`src/csr_consts.vh`:
```
// Field positions, codes and reset values of the card description record
`ifndef CSR_CONSTS_VH
`define CSR_CONSTS_VH

`define CSR_W              128
`define CSR_PROG_W         16
`define CSR_LAYOUT_HI      127
`define CSR_LAYOUT_LO      126
`define CSR_SPEC_HI        125
`define CSR_SPEC_LO        122
`define CSR_RSV0_HI        121
`define CSR_RSV0_LO        120
`define CSR_ASYNC_ACCESS_TIME_HI        119
`define CSR_ASYNC_ACCESS_TIME_LO        112
`define CSR_CLOCKED_ACCESS_TIME_HI        111
`define CSR_CLOCKED_ACCESS_TIME_LO        104
`define CSR_TRAN_HI        103
`define CSR_TRAN_LO        96
`define CSR_CCC_HI         95
`define CSR_CCC_LO         84
`define CSR_RBL_HI         83
`define CSR_RBL_LO         80
`define CSR_RBL_PART       79
`define CSR_WMIS           78
`define CSR_RMIS           77
`define CSR_DSR            76
`define CSR_RSV1_HI        75
`define CSR_RSV1_LO        74
`define CSR_CSIZE_HI       73
`define CSR_CSIZE_LO       62
`define CSR_CURR_HI        61
`define CSR_CURR_LO        50
`define CSR_CMULT_HI       49
`define CSR_CMULT_LO       47
`define CSR_SECT_HI        46
`define CSR_SECT_LO        42
`define CSR_EGRP_HI        41
`define CSR_EGRP_LO        37
`define CSR_WPG_HI         36
`define CSR_WPG_LO         32
`define CSR_WPG_EN         31
`define CSR_DECC_HI        30
`define CSR_DECC_LO        29
`define CSR_R2W_HI         28
`define CSR_R2W_LO         26
`define CSR_WBL_HI         25
`define CSR_WBL_LO         22
`define CSR_WBL_PART       21
`define CSR_RSV2_HI        20
`define CSR_RSV2_LO        16
`define CSR_ONCE_HI        15
`define CSR_ONCE_LO        10
`define CSR_ERAS_HI        9
`define CSR_ERAS_LO        1
`define CSR_UNUSED         0

// Sub-fields of the access-time and transfer-rate bytes
`define CSR_UNIT_HI        2
`define CSR_UNIT_LO        0
`define CSR_MULT_HI        6
`define CSR_MULT_LO        3
`define CSR_BYTE_RSV       7

// Largest legal codes of encoded fields, and smallest legal multiplier code
`define CSR_LAYOUT_MAX     2'h2
`define CSR_SPEC_MAX       4'h3
`define CSR_ASYNC_ACCESS_TIME_UNIT_MAX  3'h0
`define CSR_TRAN_UNIT_MAX  3'h3
`define CSR_MULT_MIN       4'h1
`define CSR_BL_MAX         4'hb
`define CSR_R2W_MAX        3'h5

// Reset values of the programmable trailing part, fixed bit 0 value and reserved fill
`define CSR_ONCE_RST       6'h00
`define CSR_ERAS_RST       9'h000
`define CSR_UNUSED_VAL     1'b1
`define CSR_RSV_ZERO       1'b0
`endif

```
`src/csr_card_record.v`:
```
// Card description record: fixed fields, write-once and rewritable tail
//
// Behaviour
// - Hold 128-bit record; bits 127:16 are read-only fixed slices.
// - Bits 15:10 write once; bits 9:8 and 7:1 rewritable freely.
// - Only the program-record command and reset change the writable record fields.
// - Fields are unsigned binary numbers, most significant bit leftmost.
// - Layout version codes 0..2 only; code 3 never reported.
// - Specification revision codes 0..3 only in bits 125:122.
// - Access-time byte unit bits 2:0 is 000; bit 7 zero.
// - Access and rate multipliers in bits 6:3; code 0 never reported.
// - Clocked access time in bits 111:104, units of 100 cycles.
// - Rate byte unit codes 000..011 only; bit 7 zero.
// - Command-class mask bit n set when class n supported.
// - Read block exponent in bits 83:80, at most 11.
`timescale 1ns/1ps
`include "csr_consts.vh"

module csr_card_record #(
    parameter [1:0]  LAYOUT_VERSION   = 2'h2,
    parameter [3:0]  SPEC_REVISION    = 4'h3,
    parameter [2:0]  ASYNC_TIME_UNIT  = 3'h0,
    parameter [3:0]  ASYNC_TIME_MULT  = 4'h1,
    parameter [7:0]  CLOCKED_TIME     = 8'h01,
    parameter [2:0]  RATE_UNIT        = 3'h2,
    parameter [3:0]  RATE_MULT        = 4'h2,
    parameter [11:0] CLASS_MASK       = 12'h0f5,
    parameter [3:0]  READ_BLOCK_EXP   = 4'h9,
    parameter        READ_PARTIAL     = 1'b1,
    parameter        WRITE_MISALIGN   = 1'b0,
    parameter        READ_MISALIGN    = 1'b0,
    parameter        DRIVER_STAGE     = 1'b0,
    parameter [11:0] CAPACITY_COUNT   = 12'h7ff,
    parameter [11:0] CURRENT_CODES    = 12'h000,
    parameter [2:0]  CAPACITY_MULT    = 3'h0,
    parameter [4:0]  SECTOR_SIZE      = 5'h00,
    parameter [4:0]  ERASE_GROUP      = 5'h00,
    parameter [4:0]  PROTECT_GROUP    = 5'h00,
    parameter        PROTECT_GROUP_EN = 1'b0,
    parameter [1:0]  DEFAULT_ECC      = 2'h0,
    parameter [2:0]  WRITE_FACTOR     = 3'h0,
    parameter [3:0]  WRITE_BLOCK_EXP  = 4'h9,
    parameter        WRITE_PARTIAL    = 1'b0
) (
    input  wire                   CLK,
    input  wire                   RST,
    input  wire                   PROG_STROBE,
    input  wire [`CSR_PROG_W-1:0] PROG_DATA,
    output reg  [`CSR_W-1:0]      RECORD,
    output reg                    PROG_DONE,
    output reg                    PROG_REFUSED,
    output reg                    ONCE_USED
);

    // Sanitised encoded fields
    reg  [1:0] layout_ok;
    reg  [3:0] spec_ok;
    reg  [2:0] async_access_time_unit_ok;
    reg  [3:0] async_access_time_mult_ok;
    reg  [2:0] rate_unit_ok;
    reg  [3:0] rate_mult_ok;
    reg  [3:0] rbl_ok;
    reg  [2:0] r2w_ok;
    reg  [3:0] wbl_ok;

    // Read-only upper part with the tail still zero
    reg  [`CSR_W-1:0] fixed_part;

    // Stored writable groups
    reg  [`CSR_ONCE_HI-`CSR_ONCE_LO:0] once_bits;
    reg  [`CSR_ERAS_HI-`CSR_ERAS_LO:0] eras_bits;

    // Next values from the command logic
    reg  [`CSR_ONCE_HI-`CSR_ONCE_LO:0] next_once_bits;
    reg  [`CSR_ERAS_HI-`CSR_ERAS_LO:0] next_eras_bits;
    reg                                next_once_used;
    reg                                next_refused;
    wire [`CSR_ONCE_HI-`CSR_ONCE_LO:0] req_once;
    wire [`CSR_ERAS_HI-`CSR_ERAS_LO:0] req_eras;
    reg  [`CSR_W-1:0]                  next_record;
    wire                               once_clash;

    // Only the writable tail of the command payload is looked at
    assign req_once = PROG_DATA[`CSR_ONCE_HI:`CSR_ONCE_LO];
    assign req_eras = PROG_DATA[`CSR_ERAS_HI:`CSR_ERAS_LO];

    // New payload would alter the frozen group
    assign once_clash = (req_once != once_bits);

    // Layout version, reserved top code folded down
    always @* begin
        layout_ok = LAYOUT_VERSION;
        if (LAYOUT_VERSION > `CSR_LAYOUT_MAX) begin
            layout_ok = `CSR_LAYOUT_MAX;
        end
    end

    // Specification revision, reserved codes folded down
    always @* begin
        spec_ok = SPEC_REVISION;
        if (SPEC_REVISION > `CSR_SPEC_MAX) begin
            spec_ok = `CSR_SPEC_MAX;
        end
    end

    // Access-time unit, only the nanosecond code is legal
    always @* begin
        async_access_time_unit_ok = ASYNC_TIME_UNIT;
        if (ASYNC_TIME_UNIT > `CSR_ASYNC_ACCESS_TIME_UNIT_MAX) begin
            async_access_time_unit_ok = `CSR_ASYNC_ACCESS_TIME_UNIT_MAX;
        end
    end

    // Access-time multiplier, reserved zero lifted to one
    always @* begin
        async_access_time_mult_ok = ASYNC_TIME_MULT;
        if (ASYNC_TIME_MULT < `CSR_MULT_MIN) begin
            async_access_time_mult_ok = `CSR_MULT_MIN;
        end
    end

    // Transfer-rate unit, reserved codes folded down
    always @* begin
        rate_unit_ok = RATE_UNIT;
        if (RATE_UNIT > `CSR_TRAN_UNIT_MAX) begin
            rate_unit_ok = `CSR_TRAN_UNIT_MAX;
        end
    end

    // Transfer-rate multiplier, reserved zero lifted to one
    always @* begin
        rate_mult_ok = RATE_MULT;
        if (RATE_MULT < `CSR_MULT_MIN) begin
            rate_mult_ok = `CSR_MULT_MIN;
        end
    end

    // Read block exponent, capped at the largest block
    always @* begin
        rbl_ok = READ_BLOCK_EXP;
        if (READ_BLOCK_EXP > `CSR_BL_MAX) begin
            rbl_ok = `CSR_BL_MAX;
        end
    end

    // Write speed factor, reserved codes folded down
    always @* begin
        r2w_ok = WRITE_FACTOR;
        if (WRITE_FACTOR > `CSR_R2W_MAX) begin
            r2w_ok = `CSR_R2W_MAX;
        end
    end

    // Write block exponent, capped at the largest block
    always @* begin
        wbl_ok = WRITE_BLOCK_EXP;
        if (WRITE_BLOCK_EXP > `CSR_BL_MAX) begin
            wbl_ok = `CSR_BL_MAX;
        end
    end

    // Assemble the read-only upper part, reserved bits at zero
    always @* begin
        // All zeros first so reserved slices read zero
        fixed_part = {`CSR_W{`CSR_RSV_ZERO}};

        // Layout version and specification revision
        fixed_part[`CSR_LAYOUT_HI:`CSR_LAYOUT_LO] = layout_ok;
        fixed_part[`CSR_SPEC_HI:`CSR_SPEC_LO] = spec_ok;

        // Access time: unit, multiplier, reserved top bit
        fixed_part[`CSR_ASYNC_ACCESS_TIME_LO+`CSR_UNIT_HI:`CSR_ASYNC_ACCESS_TIME_LO+`CSR_UNIT_LO] =
            async_access_time_unit_ok;
        fixed_part[`CSR_ASYNC_ACCESS_TIME_LO+`CSR_MULT_HI:`CSR_ASYNC_ACCESS_TIME_LO+`CSR_MULT_LO] =
            async_access_time_mult_ok;
        fixed_part[`CSR_ASYNC_ACCESS_TIME_LO+`CSR_BYTE_RSV] = `CSR_RSV_ZERO;

        // Whole byte counts hundreds of bus clock cycles
        fixed_part[`CSR_CLOCKED_ACCESS_TIME_HI:`CSR_CLOCKED_ACCESS_TIME_LO] = CLOCKED_TIME;

        // Transfer rate: unit, multiplier, reserved top bit
        fixed_part[`CSR_TRAN_LO+`CSR_UNIT_HI:`CSR_TRAN_LO+`CSR_UNIT_LO] =
            rate_unit_ok;
        fixed_part[`CSR_TRAN_LO+`CSR_MULT_HI:`CSR_TRAN_LO+`CSR_MULT_LO] =
            rate_mult_ok;
        fixed_part[`CSR_TRAN_LO+`CSR_BYTE_RSV] = `CSR_RSV_ZERO;

        // Bit n of the mask stands for class n, kept in order
        fixed_part[`CSR_CCC_HI:`CSR_CCC_LO] = CLASS_MASK;

        // Read block length and its partial-block flag
        fixed_part[`CSR_RBL_HI:`CSR_RBL_LO] = rbl_ok;
        fixed_part[`CSR_RBL_PART] = READ_PARTIAL;

        // Block alignment flags and driver stage presence
        fixed_part[`CSR_WMIS] = WRITE_MISALIGN;
        fixed_part[`CSR_RMIS] = READ_MISALIGN;
        fixed_part[`CSR_DSR] = DRIVER_STAGE;

        // Capacity count, most significant bit at the slice top
        fixed_part[`CSR_CSIZE_HI:`CSR_CSIZE_LO] =
            CAPACITY_COUNT;

        // Supply current codes and capacity multiplier
        fixed_part[`CSR_CURR_HI:`CSR_CURR_LO] = CURRENT_CODES;
        fixed_part[`CSR_CMULT_HI:`CSR_CMULT_LO] = CAPACITY_MULT;

        // Erase sector, erase group and protection group sizes
        fixed_part[`CSR_SECT_HI:`CSR_SECT_LO] = SECTOR_SIZE;
        fixed_part[`CSR_EGRP_HI:`CSR_EGRP_LO] = ERASE_GROUP;
        fixed_part[`CSR_WPG_HI:`CSR_WPG_LO] = PROTECT_GROUP;
        fixed_part[`CSR_WPG_EN] = PROTECT_GROUP_EN;

        // Default error code and write speed factor
        fixed_part[`CSR_DECC_HI:`CSR_DECC_LO] = DEFAULT_ECC;
        fixed_part[`CSR_R2W_HI:`CSR_R2W_LO] = r2w_ok;

        // Write block length and its partial-block flag
        fixed_part[`CSR_WBL_HI:`CSR_WBL_LO] = wbl_ok;
        fixed_part[`CSR_WBL_PART] = WRITE_PARTIAL;
    end

    // Erasable group takes every command's payload
    always @* begin
        next_eras_bits = eras_bits;
        if (PROG_STROBE) begin
            next_eras_bits = req_eras;
        end
    end

    // Once group takes the first command, later changes are refused
    always @* begin
        next_once_bits = once_bits;
        next_once_used = ONCE_USED;
        next_refused   = 1'b0;
        if (PROG_STROBE) begin
            if (!ONCE_USED) begin
                next_once_bits = req_once;
                next_once_used = 1'b1;
            end else if (once_clash) begin
                next_refused = 1'b1;
            end
        end
    end

    // Record image as it will read after this edge
    always @* begin
        next_record = fixed_part;
        // Writable tail from the command logic
        next_record[`CSR_ONCE_HI:`CSR_ONCE_LO] = next_once_bits;
        next_record[`CSR_ERAS_HI:`CSR_ERAS_LO] = next_eras_bits;
        // Lowest bit never programmable
        next_record[`CSR_UNUSED] = `CSR_UNUSED_VAL;
    end

    // Write-once group storage
    always @(posedge CLK) begin
        if (RST) begin
            once_bits <= `CSR_ONCE_RST;
        end else begin
            once_bits <= next_once_bits;
        end
    end

    // Freeze flag, set by the first command only
    always @(posedge CLK) begin
        if (RST) begin
            ONCE_USED <= 1'b0;
        end else begin
            ONCE_USED <= next_once_used;
        end
    end

    // Rewritable error-code and checksum storage
    always @(posedge CLK) begin
        if (RST) begin
            eras_bits <= `CSR_ERAS_RST;
        end else begin
            eras_bits <= next_eras_bits;
        end
    end

    // One-cycle command status pulses
    always @(posedge CLK) begin
        if (RST) begin
            PROG_DONE    <= 1'b0;
            PROG_REFUSED <= 1'b0;
        end else begin
            PROG_DONE    <= PROG_STROBE;
            PROG_REFUSED <= next_refused;
        end
    end

    // Record image, zero while in reset
    always @(posedge CLK) begin
        if (RST) begin
            RECORD <= {`CSR_W{`CSR_RSV_ZERO}};
        end else begin
            RECORD <= next_record;
        end
    end

endmodule // csr_card_record

```
`config.mk`:
```
export PLATFORM = sky130hd
export DESIGN_NAME = csr_card_record
export DESIGN_NICKNAME = d
export VERILOG_FILES = /design/src/csr_card_record.v
export VERILOG_INCLUDE_DIRS = /design/src /design/src/src
export SDC_FILE = /design/constraint.sdc
export NUM_CORES = 1
export LEC_CHECK = 0
export ABC_AREA = 1
export ABC_CLOCK_PERIOD_IN_PS = 3750
export BUFFER_PORTS_ARGS = -buffer_cell sky130_fd_sc_hd__buf_2
export CORE_AREA = 2 2 66 68
export CTS_BUF_LIST = sky130_fd_sc_hd__clkbuf_2
export CTS_CLUSTER_DIAMETER = 120
export DETAILED_ROUTE_END_ITERATION = 8
export DIE_AREA = 0 0 68 70
export PLACE_DENSITY = 0.85
export SLEW_MARGIN = 20
export SYNTH_ARGS = -nofsm -noshare
export SYNTH_HDL_FRONTEND = slang
export SYNTH_SLANG_ARGS = --single-unit
```
`constraint.sdc`:
```
create_clock -name CLK -period 3.75 [get_ports CLK]
set_clock_uncertainty 0.1 [all_clocks]
set_input_delay 1.125 -clock CLK [delete_from_list [all_inputs] [get_ports CLK]]
set_output_delay 1.125 -clock CLK [all_outputs]
set_load 0.03 [all_outputs]
```
Yosys cells after proc, flatten, opt, wreduce, memory -nomap -nowiden. Index checks and enable logic that the tools add are counted.

Equal/unequal tests: 1. Muxes and demuxes: 5. Bitwise operators: 2. Reduce and logical (&&, ||, !) cells: 1.

Operator list (number): 128-bit two-way mux (1); 6-bit two-way mux (2); 9-bit two-way mux (1); 6-bit != test (1); 3-bit OR reduction (1); 1-bit inverter (2); 1-bit two-way mux (1).

Register bits after elaboration: 146. Bits of input ports: 19. Output and inout port bits: 131. Word-level logic and storage cells: 16.

Logic depth before layout (Yosys ltp). Gate-level depths: netlist (run 1).

Depth in word-level cells: 3. Gate-level depth with buffers: 7. Gate-level depth less buffers: 7.

Worst setup path before layout (run 1). OpenSTA, ideal clock, no wires.

Kind: reg-to-output. Start: register RECORD[123] (netlist name). End: output port RECORD[100]. Arrival time: 1.228 ns. Required time: 2.525 ns. Path slack: 1.297 ns. Stages on the path, launching flop included: 2. Buffers on the path: 1. Cell sequence: dfxtp_1 -> buf_4.

RTL lines: to (decl) (RTL line csr_card_record.v:49) `` output reg [`CSR_W-1:0] RECORD, ``.

==> summary.md, run 1 <==
| Metric | Value |
|---|---|
| Worst Hold Depth | `2` |
| Port buffer count | `65` |
| Number of synthesized flops with an enable pin | `0` |
| CP peak stage delay | `0.76 ns` |
| TritonRoute pass-1 iters | `4` |
| Initial antenna violation count | `0` |
| Comb pwr share | `43.7%` |
| Area grow syn2layout | `-9.439%` |
| Fin crit period | `2.601 ns` |
| Cell with the most instances after synthesis | `buf_4` |
| Fillers | `458` |
| Number of nets in the layout | `274` |
| Vertical die dimension | `70 microns` |
| Setup TNS | `0 ns` |
| Area leader, netlist | `buf_4` |
| Total grt overflow | `0` |
| Max Root-Sink Buffers | `2` |
| Crit-path leading delay family | `flip-flops` |
| Leakage power | `0.9220 nW` |
| I/O Pins | `150` |
| Slowest-stage cell, CP | `dfxtp_1` |
| Relative slew slack | `58.05%` |
| Netlist Area Pre-Place | `1604 sq um` |
| Skew-Pair Late Insertion Delay | `0.32 ns` |
| Final setup fails | `0` |
| Synth top cells by count | `buf_4 (113), nor2_1 (26), dfxtp_1 (19)` |
| TritonCTS clock tree | `built` |
| Setup crit start kind | `flop` |
| Cells after Synth | `219` |
| Clk sink count | `19` |
| Register area | `380.4 sq um` |
| Largest net degree at the start of global routing | `31` |
| Synth Register Bits | `19` |
| WP data required | `2.52 ns` |
| Net Sw Power | `0.2832 mW` |
| Iteration-0 DRC Markers | `23` |
| Rows | `24` |
| Die area | `4760 sq um` |
| Synth area leaders | `buf_4 (53%), dfxtp_1 (24%), nor2_1 (6.1%)` |
| CP max FO | `30` |
| Total routed wirelength | `2.237 mm` |
| DRT antenna net count | `0` |
| Unrepaired setup endpoints after global routing | `false` |
| Cell variety after synth | `15` |
| CTS root buf | `clkbuf_2` |
| Top_reg_cell synth | `dfxtp_1` |
| Crit path cell chain | `buf_2` |
| Reg2Reg Launch Point | `ONCE_USED` |
| Slew Viols, Final | `0` |
| CTS buffer count | `3` |
| Slew @ Worst Pin | `0.6284 ns` |
| Flop-to-flop setup slack | `2.72 ns` |
| P_int | `0.2787 mW` |
| Post-CTS Setup Inserts | `0` |
| Fmax | `0.3845 GHz` |
| Routed via count | `1071` |
| Status | `finished, final reports clean` |
| Post-cts resize count | `0` |
| Max_cap viols | `0` |
| Hold Crit Class | `reg2reg` |
| Yosys top cell area share | `52.89%` |
| Switching part of the total power | `50.40%` |
| Final period utilization | `69.35%` |
| Layout cell share with drive strength beyond 1 | `27.95%` |
| First-pass GRT wire length | `3.077 mm` |
| Vias in the first global route | `723` |
| Routed length per instance | `7.310 microns` |
| Reg2reg path depth | `3` |
| Worst vdd ir | `180.8 uV` |
| H-tree depth | `1` |
| Diodes inserted | `0` |
| Hold_buf cts | `0` |
| Yosys warns | `0` |
| Synthesized area per cell | `7.324 sq um` |
| CP bufs+invs | `1` |
| Clock power frac | `15.8%` |
| GPL Wtd Cong | `0.7298` |
| Initial core utilization | `38.71%` |
| Setup CP Type | `reg2out` |
| CORE AREA | `4144 sq um` |
| CP startpoint | `RECORD[123]` |
| Seq pwr share | `40.5%` |
| GRT Total Usage | `8.282%` |
| Multi-input logic area | `599.3 sq um` |
| Min Hold Slack | `0.4213 ns` |
| Pwr Density | `386.8 nW/um^2` |
| Final hold vios | `0` |
| Clk slew on worst S/H paths | `0.17 ns` |
| Via/cell ratio | `3.500` |
| Crit path capture type | `primary output` |
| Sequential share of the synthesized area | `23.71%` |
| Die Wd | `68 microns` |
| CP Data Arrival Time | `1.38 ns` |
| Post-route DRC | `0` |
| DP HPWL | `1.847 mm` |
| Async SR Flop Fraction | `0%` |
-- cell usage in the layout (no fill, tap or decap), drive strengths merged --
cell type	instances
o21ai	15
nor3	1
nand2	17
dfxtp	19
nand3	1
clkbuf	3
buf	65
clkinv	1
conb	83
a21oi	6
nor2	27
inv	16
-- through the flow --
step	instances	cell area, sq um	util, %	power, mW	setup slack [ns]
finish	306	1453	35.05	0.5619	1.149
global route	306	1453	35.05	0.5940	0.9591
CTS	306	1453	35.05	0.5639	1.100
detailed placement	302	1433	34.57	0.4761	1.475
global placement	302	1433	34.57	0.4729	1.533
floorplan	301	1912	-	0.5241	1.297
-- final cells by class --
cell class / count / share of cell area (%)
clock inverter: 1 / 0.3445
clock buffer: 3 / 1.034
timing repair buffer: 65 / 22.39
sequential: 19 / 26.18
multi-input combinational: 150 / 41.26
inverter: 16 / 4.307
tap: 52 / 4.479
-- layer usage --
| layer | vias up | track usage (%) | share of wire [%] |
|---|---|---|---|
| li1 | 538 | - | - |
| met1 | 454 | 10.09 | 39 |
| met2 | 77 | 12.94 | 49 |
| met3 | 2 | 2.093 | 12 |
| met4 | 0 | 4.667 | 0.85 |
| met5 | - | 0 | 0 |
-- power groups by stage --
stage / clock (mW) / sequential [mW] / combinational [mW]
6_report: 0.0886 / 0.228 / 0.246
5_1_grt: 0.101 / 0.231 / 0.262
4_1_cts: 0.0917 / 0.228 / 0.244
3_5_place_dp: 0 / 0.232 / 0.244
3_3_place_gp: 0 / 0.231 / 0.242
2_1_floorplan: 0 / 0.260 / 0.265
-- kinds of logic after synthesis --
kind of cell | count (synthesis) | share of synthesized area [%]
AOI/OAI and AO/OA | 21 | 6.552
buffers and inverters | 132 | 58.11
DFF | 19 | 23.71
other | 1 | 0.2338
and+or+nand+nor | 46 | 11.39
-- worst max-delay path by stage --
stage             endpoint  slack (ns)  depth (start not counted)
2_1_floorplan  RECORD[100]        1.30                          1
3_3_place_gp   RECORD[122]        1.53                          1
3_5_place_dp    RECORD[65]        1.47                          1
4_1_cts         RECORD[65]        1.10                          1
5_1_grt         RECORD[63]        0.96                          1
6_report        RECORD[67]        1.15                          1
Power figures use the tool's default switching activity.
==> run 2: changes to the inputs <==
- ABC_CLOCK_PERIOD_IN_PS: 3750 -> 2600
- CORE_AREA: 2 2 66 68 -> 2 2 68 70
- DIE_AREA: 0 0 68 70 -> 0 0 70 72
- PLACE_DENSITY: 0.85 -> 0.8
- clock period: 3.75 -> 2.6 ns (I/O delays scaled with it)
==> summary.md, run 2 (same netlist as run 1, synthesis figures left out) <==
| Metric | Value |
|---|---|
| I/O Pins | `150 (unchanged)` |
| Worst vdd ir | `304.7 uV (+69%)` |
| Post-place instance area | `1433 sq um (unchanged)` |
| Port buffer count | `65 (unchanged)` |
| CP peak stage delay | `0.77 ns (about the same)` |
| Skew-Pair Late Insertion Delay | `0.30 ns (-0.02 ns)` |
| Crit-path leading delay family | `flip-flops` |
| Crit path cell chain | `buf_2` |
| Setup crit start kind | `flop` |
| H-tree depth | `1 (unchanged)` |
| Crit path capture type | `primary output` |
| Final non-filler cell area | `1453 sq um (unchanged)` |
| Pwr Density | `556.0 nW/um^2 (+44%)` |
| Setup CP Type | `reg2out` |
| Unrepaired setup endpoints after global routing | `false` |
| Clk slew on worst S/H paths | `0.17 ns (about the same)` |
| CP Data Arrival Time | `1.38 ns (about the same)` |
| Fin crit period | `2.262 ns` |
| Slew Viols, Final | `0 (unchanged)` |
| Clk sink count | `19 (unchanged)` |
| Hold_buf cts | `0 (unchanged)` |
| TritonRoute pass-1 iters | `4 (unchanged)` |
| Commonest non-fill, non-tap cell in the layout | `conb_1` |
| TritonCTS clock tree | `built` |
| Vias in the first global route | `754 (+4.3%)` |
| WP data required | `1.72 ns (-0.80 ns)` |
| Setup TNS | `0 ns (unchanged)` |
| Final setup fails | `0 (unchanged)` |
| Area grow syn2layout | `-9.439% (unchanged)` |
| Hold Crit Class | `reg2reg` |
| Total routed wirelength | `2.340 mm (+4.6%)` |
| Most frequent cells in the layout | `conb_1 (83), buf_2 (65), nor2_1 (26), dfxtp_1 (19), nand2_1 (17)` |
| First-pass GRT wire length | `3.222 mm (+4.7%)` |
| Largest net degree at the start of global routing | `31 (unchanged)` |
| Die Wd | `70 microns (+2.9%)` |
| CP max FO | `30 (unchanged)` |
| Fillers | `490 (+7.0%)` |
| Layout cell share with drive strength beyond 1 | `27.95% (unchanged)` |
| Relative slew slack | `56.97% (-1.1 points)` |
| Routed via count | `1066 (-0.47%)` |
| Final hold vios | `0 (unchanged)` |
| Slew @ Worst Pin | `0.6446 ns (+0.01617 ns)` |
| Rows | `24 (unchanged)` |
| Post-CTS Setup Inserts | `0 (unchanged)` |
| Die area | `5040 sq um (+5.9%)` |
| Final period utilization | `87.00%` |
| DP HPWL | `1.962 mm (+6.2%)` |
| Number of nets in the layout | `274 (unchanged)` |
| Max Root-Sink Buffers | `2 (unchanged)` |
| Post-cts resize count | `0 (unchanged)` |
| Max_cap viols | `0 (unchanged)` |
| CTS buffer count | `3 (unchanged)` |
| GRT Total Usage | `7.579% (-0.70 points)` |
| Iteration-0 DRC Markers | `11 (-52%)` |
| CTS root buf | `clkbuf_2` |
| GPL Wtd Cong | `0.7007 (-4.0%)` |
| Initial antenna violation count | `0 (unchanged)` |
| DRT antenna net count | `0 (unchanged)` |
| Post-route DRC | `0 (unchanged)` |
| Initial core utilization | `37.62% (-1.1 points)` |
| Status | `finished, final reports clean` |
| Diodes inserted | `0 (unchanged)` |
| CORE AREA | `4264 sq um (+2.9%)` |
| Fmax | `0.4421 GHz` |
| Slowest-stage cell, CP | `dfxtp_1` |
| CP bufs+invs | `1 (unchanged)` |
| Routed length per instance | `7.647 microns (+4.6%)` |
| Total grt overflow | `0 (unchanged)` |
| Via/cell ratio | `3.484 (-0.47%)` |
| Vertical die dimension | `72 microns (+2.9%)` |
| Leakage power | `0.9220 nW (unchanged)` |
==> run 2: path summary, 6_finish.rpt <==
| path | from | to | slack (ns) | cells past startpoint |
|---|---|---|---|---|
| worst min register to register | flop | flop | 0.41 | 2 |
| worst min-delay path | flop | flop | 0.41 | 2 |
| worst max register to register | ONCE_USED | flop | 1.55 | 3 |
| worst max-delay path | RECORD[123] | RECORD[104] | 0.34 | 1 |
==> run 2: tightest hold or removal path: cells and delay by family (launching register included) <==
family	cells	cell delay (ns)
compound gates	1	0.07
simple gates	1	0.07
flops	1	0.35
==> run 2: through the flow <==
stage / utilization, % / setup slack (ns) / instances / power, mW / hold WS [ns]
floorplan: - / 0.4925 / 301 / 0.7559 / 0.5347
global placement: 33.60 / 0.7067 / 302 / 0.6830 / 0.3700
detailed placement: 33.60 / 0.6490 / 302 / 0.6877 / 0.3783
CTS: 34.07 / 0.2824 / 306 / 0.8121 / 0.4195
global route: 34.07 / 0.1634 / 306 / 0.8491 / 0.4563
finish: 34.07 / 0.3381 / 306 / 0.8076 / 0.4123
==> run 2: layout make-up <==
type                            instances  area, sq um  area share, %
Multi-Input combinational cell        150        599.3          41.26
Tap cell                               52        65.06          4.479
Clock inverter                          1        5.005         0.3445
Timing Repair Buffer                   65        325.3          22.39
Sequential cell                        19        380.4          26.18
Clock buffer                            3        15.01          1.034
Inverter                               16        62.56          4.307
==> run 2: power breakdown <==
group / switching, mW / leakage (nW) / internal, mW
logic: 0.299 / 0.748 / 0.0553
clock network: 0.0896 / 0.0164 / 0.0349
registers: 0.0167 / 0.158 / 0.312
total: 0.406 / 0.922 / 0.402
==> run 2: metal layers <==
metal	up-vias	share of wire (%)	GRT usage (%)
met5	-	0	0
met4	0	0.51	3.205
met3	2	10	0.8333
met2	70	52	13.44
met1	454	37	9.386
li1	540	-	-
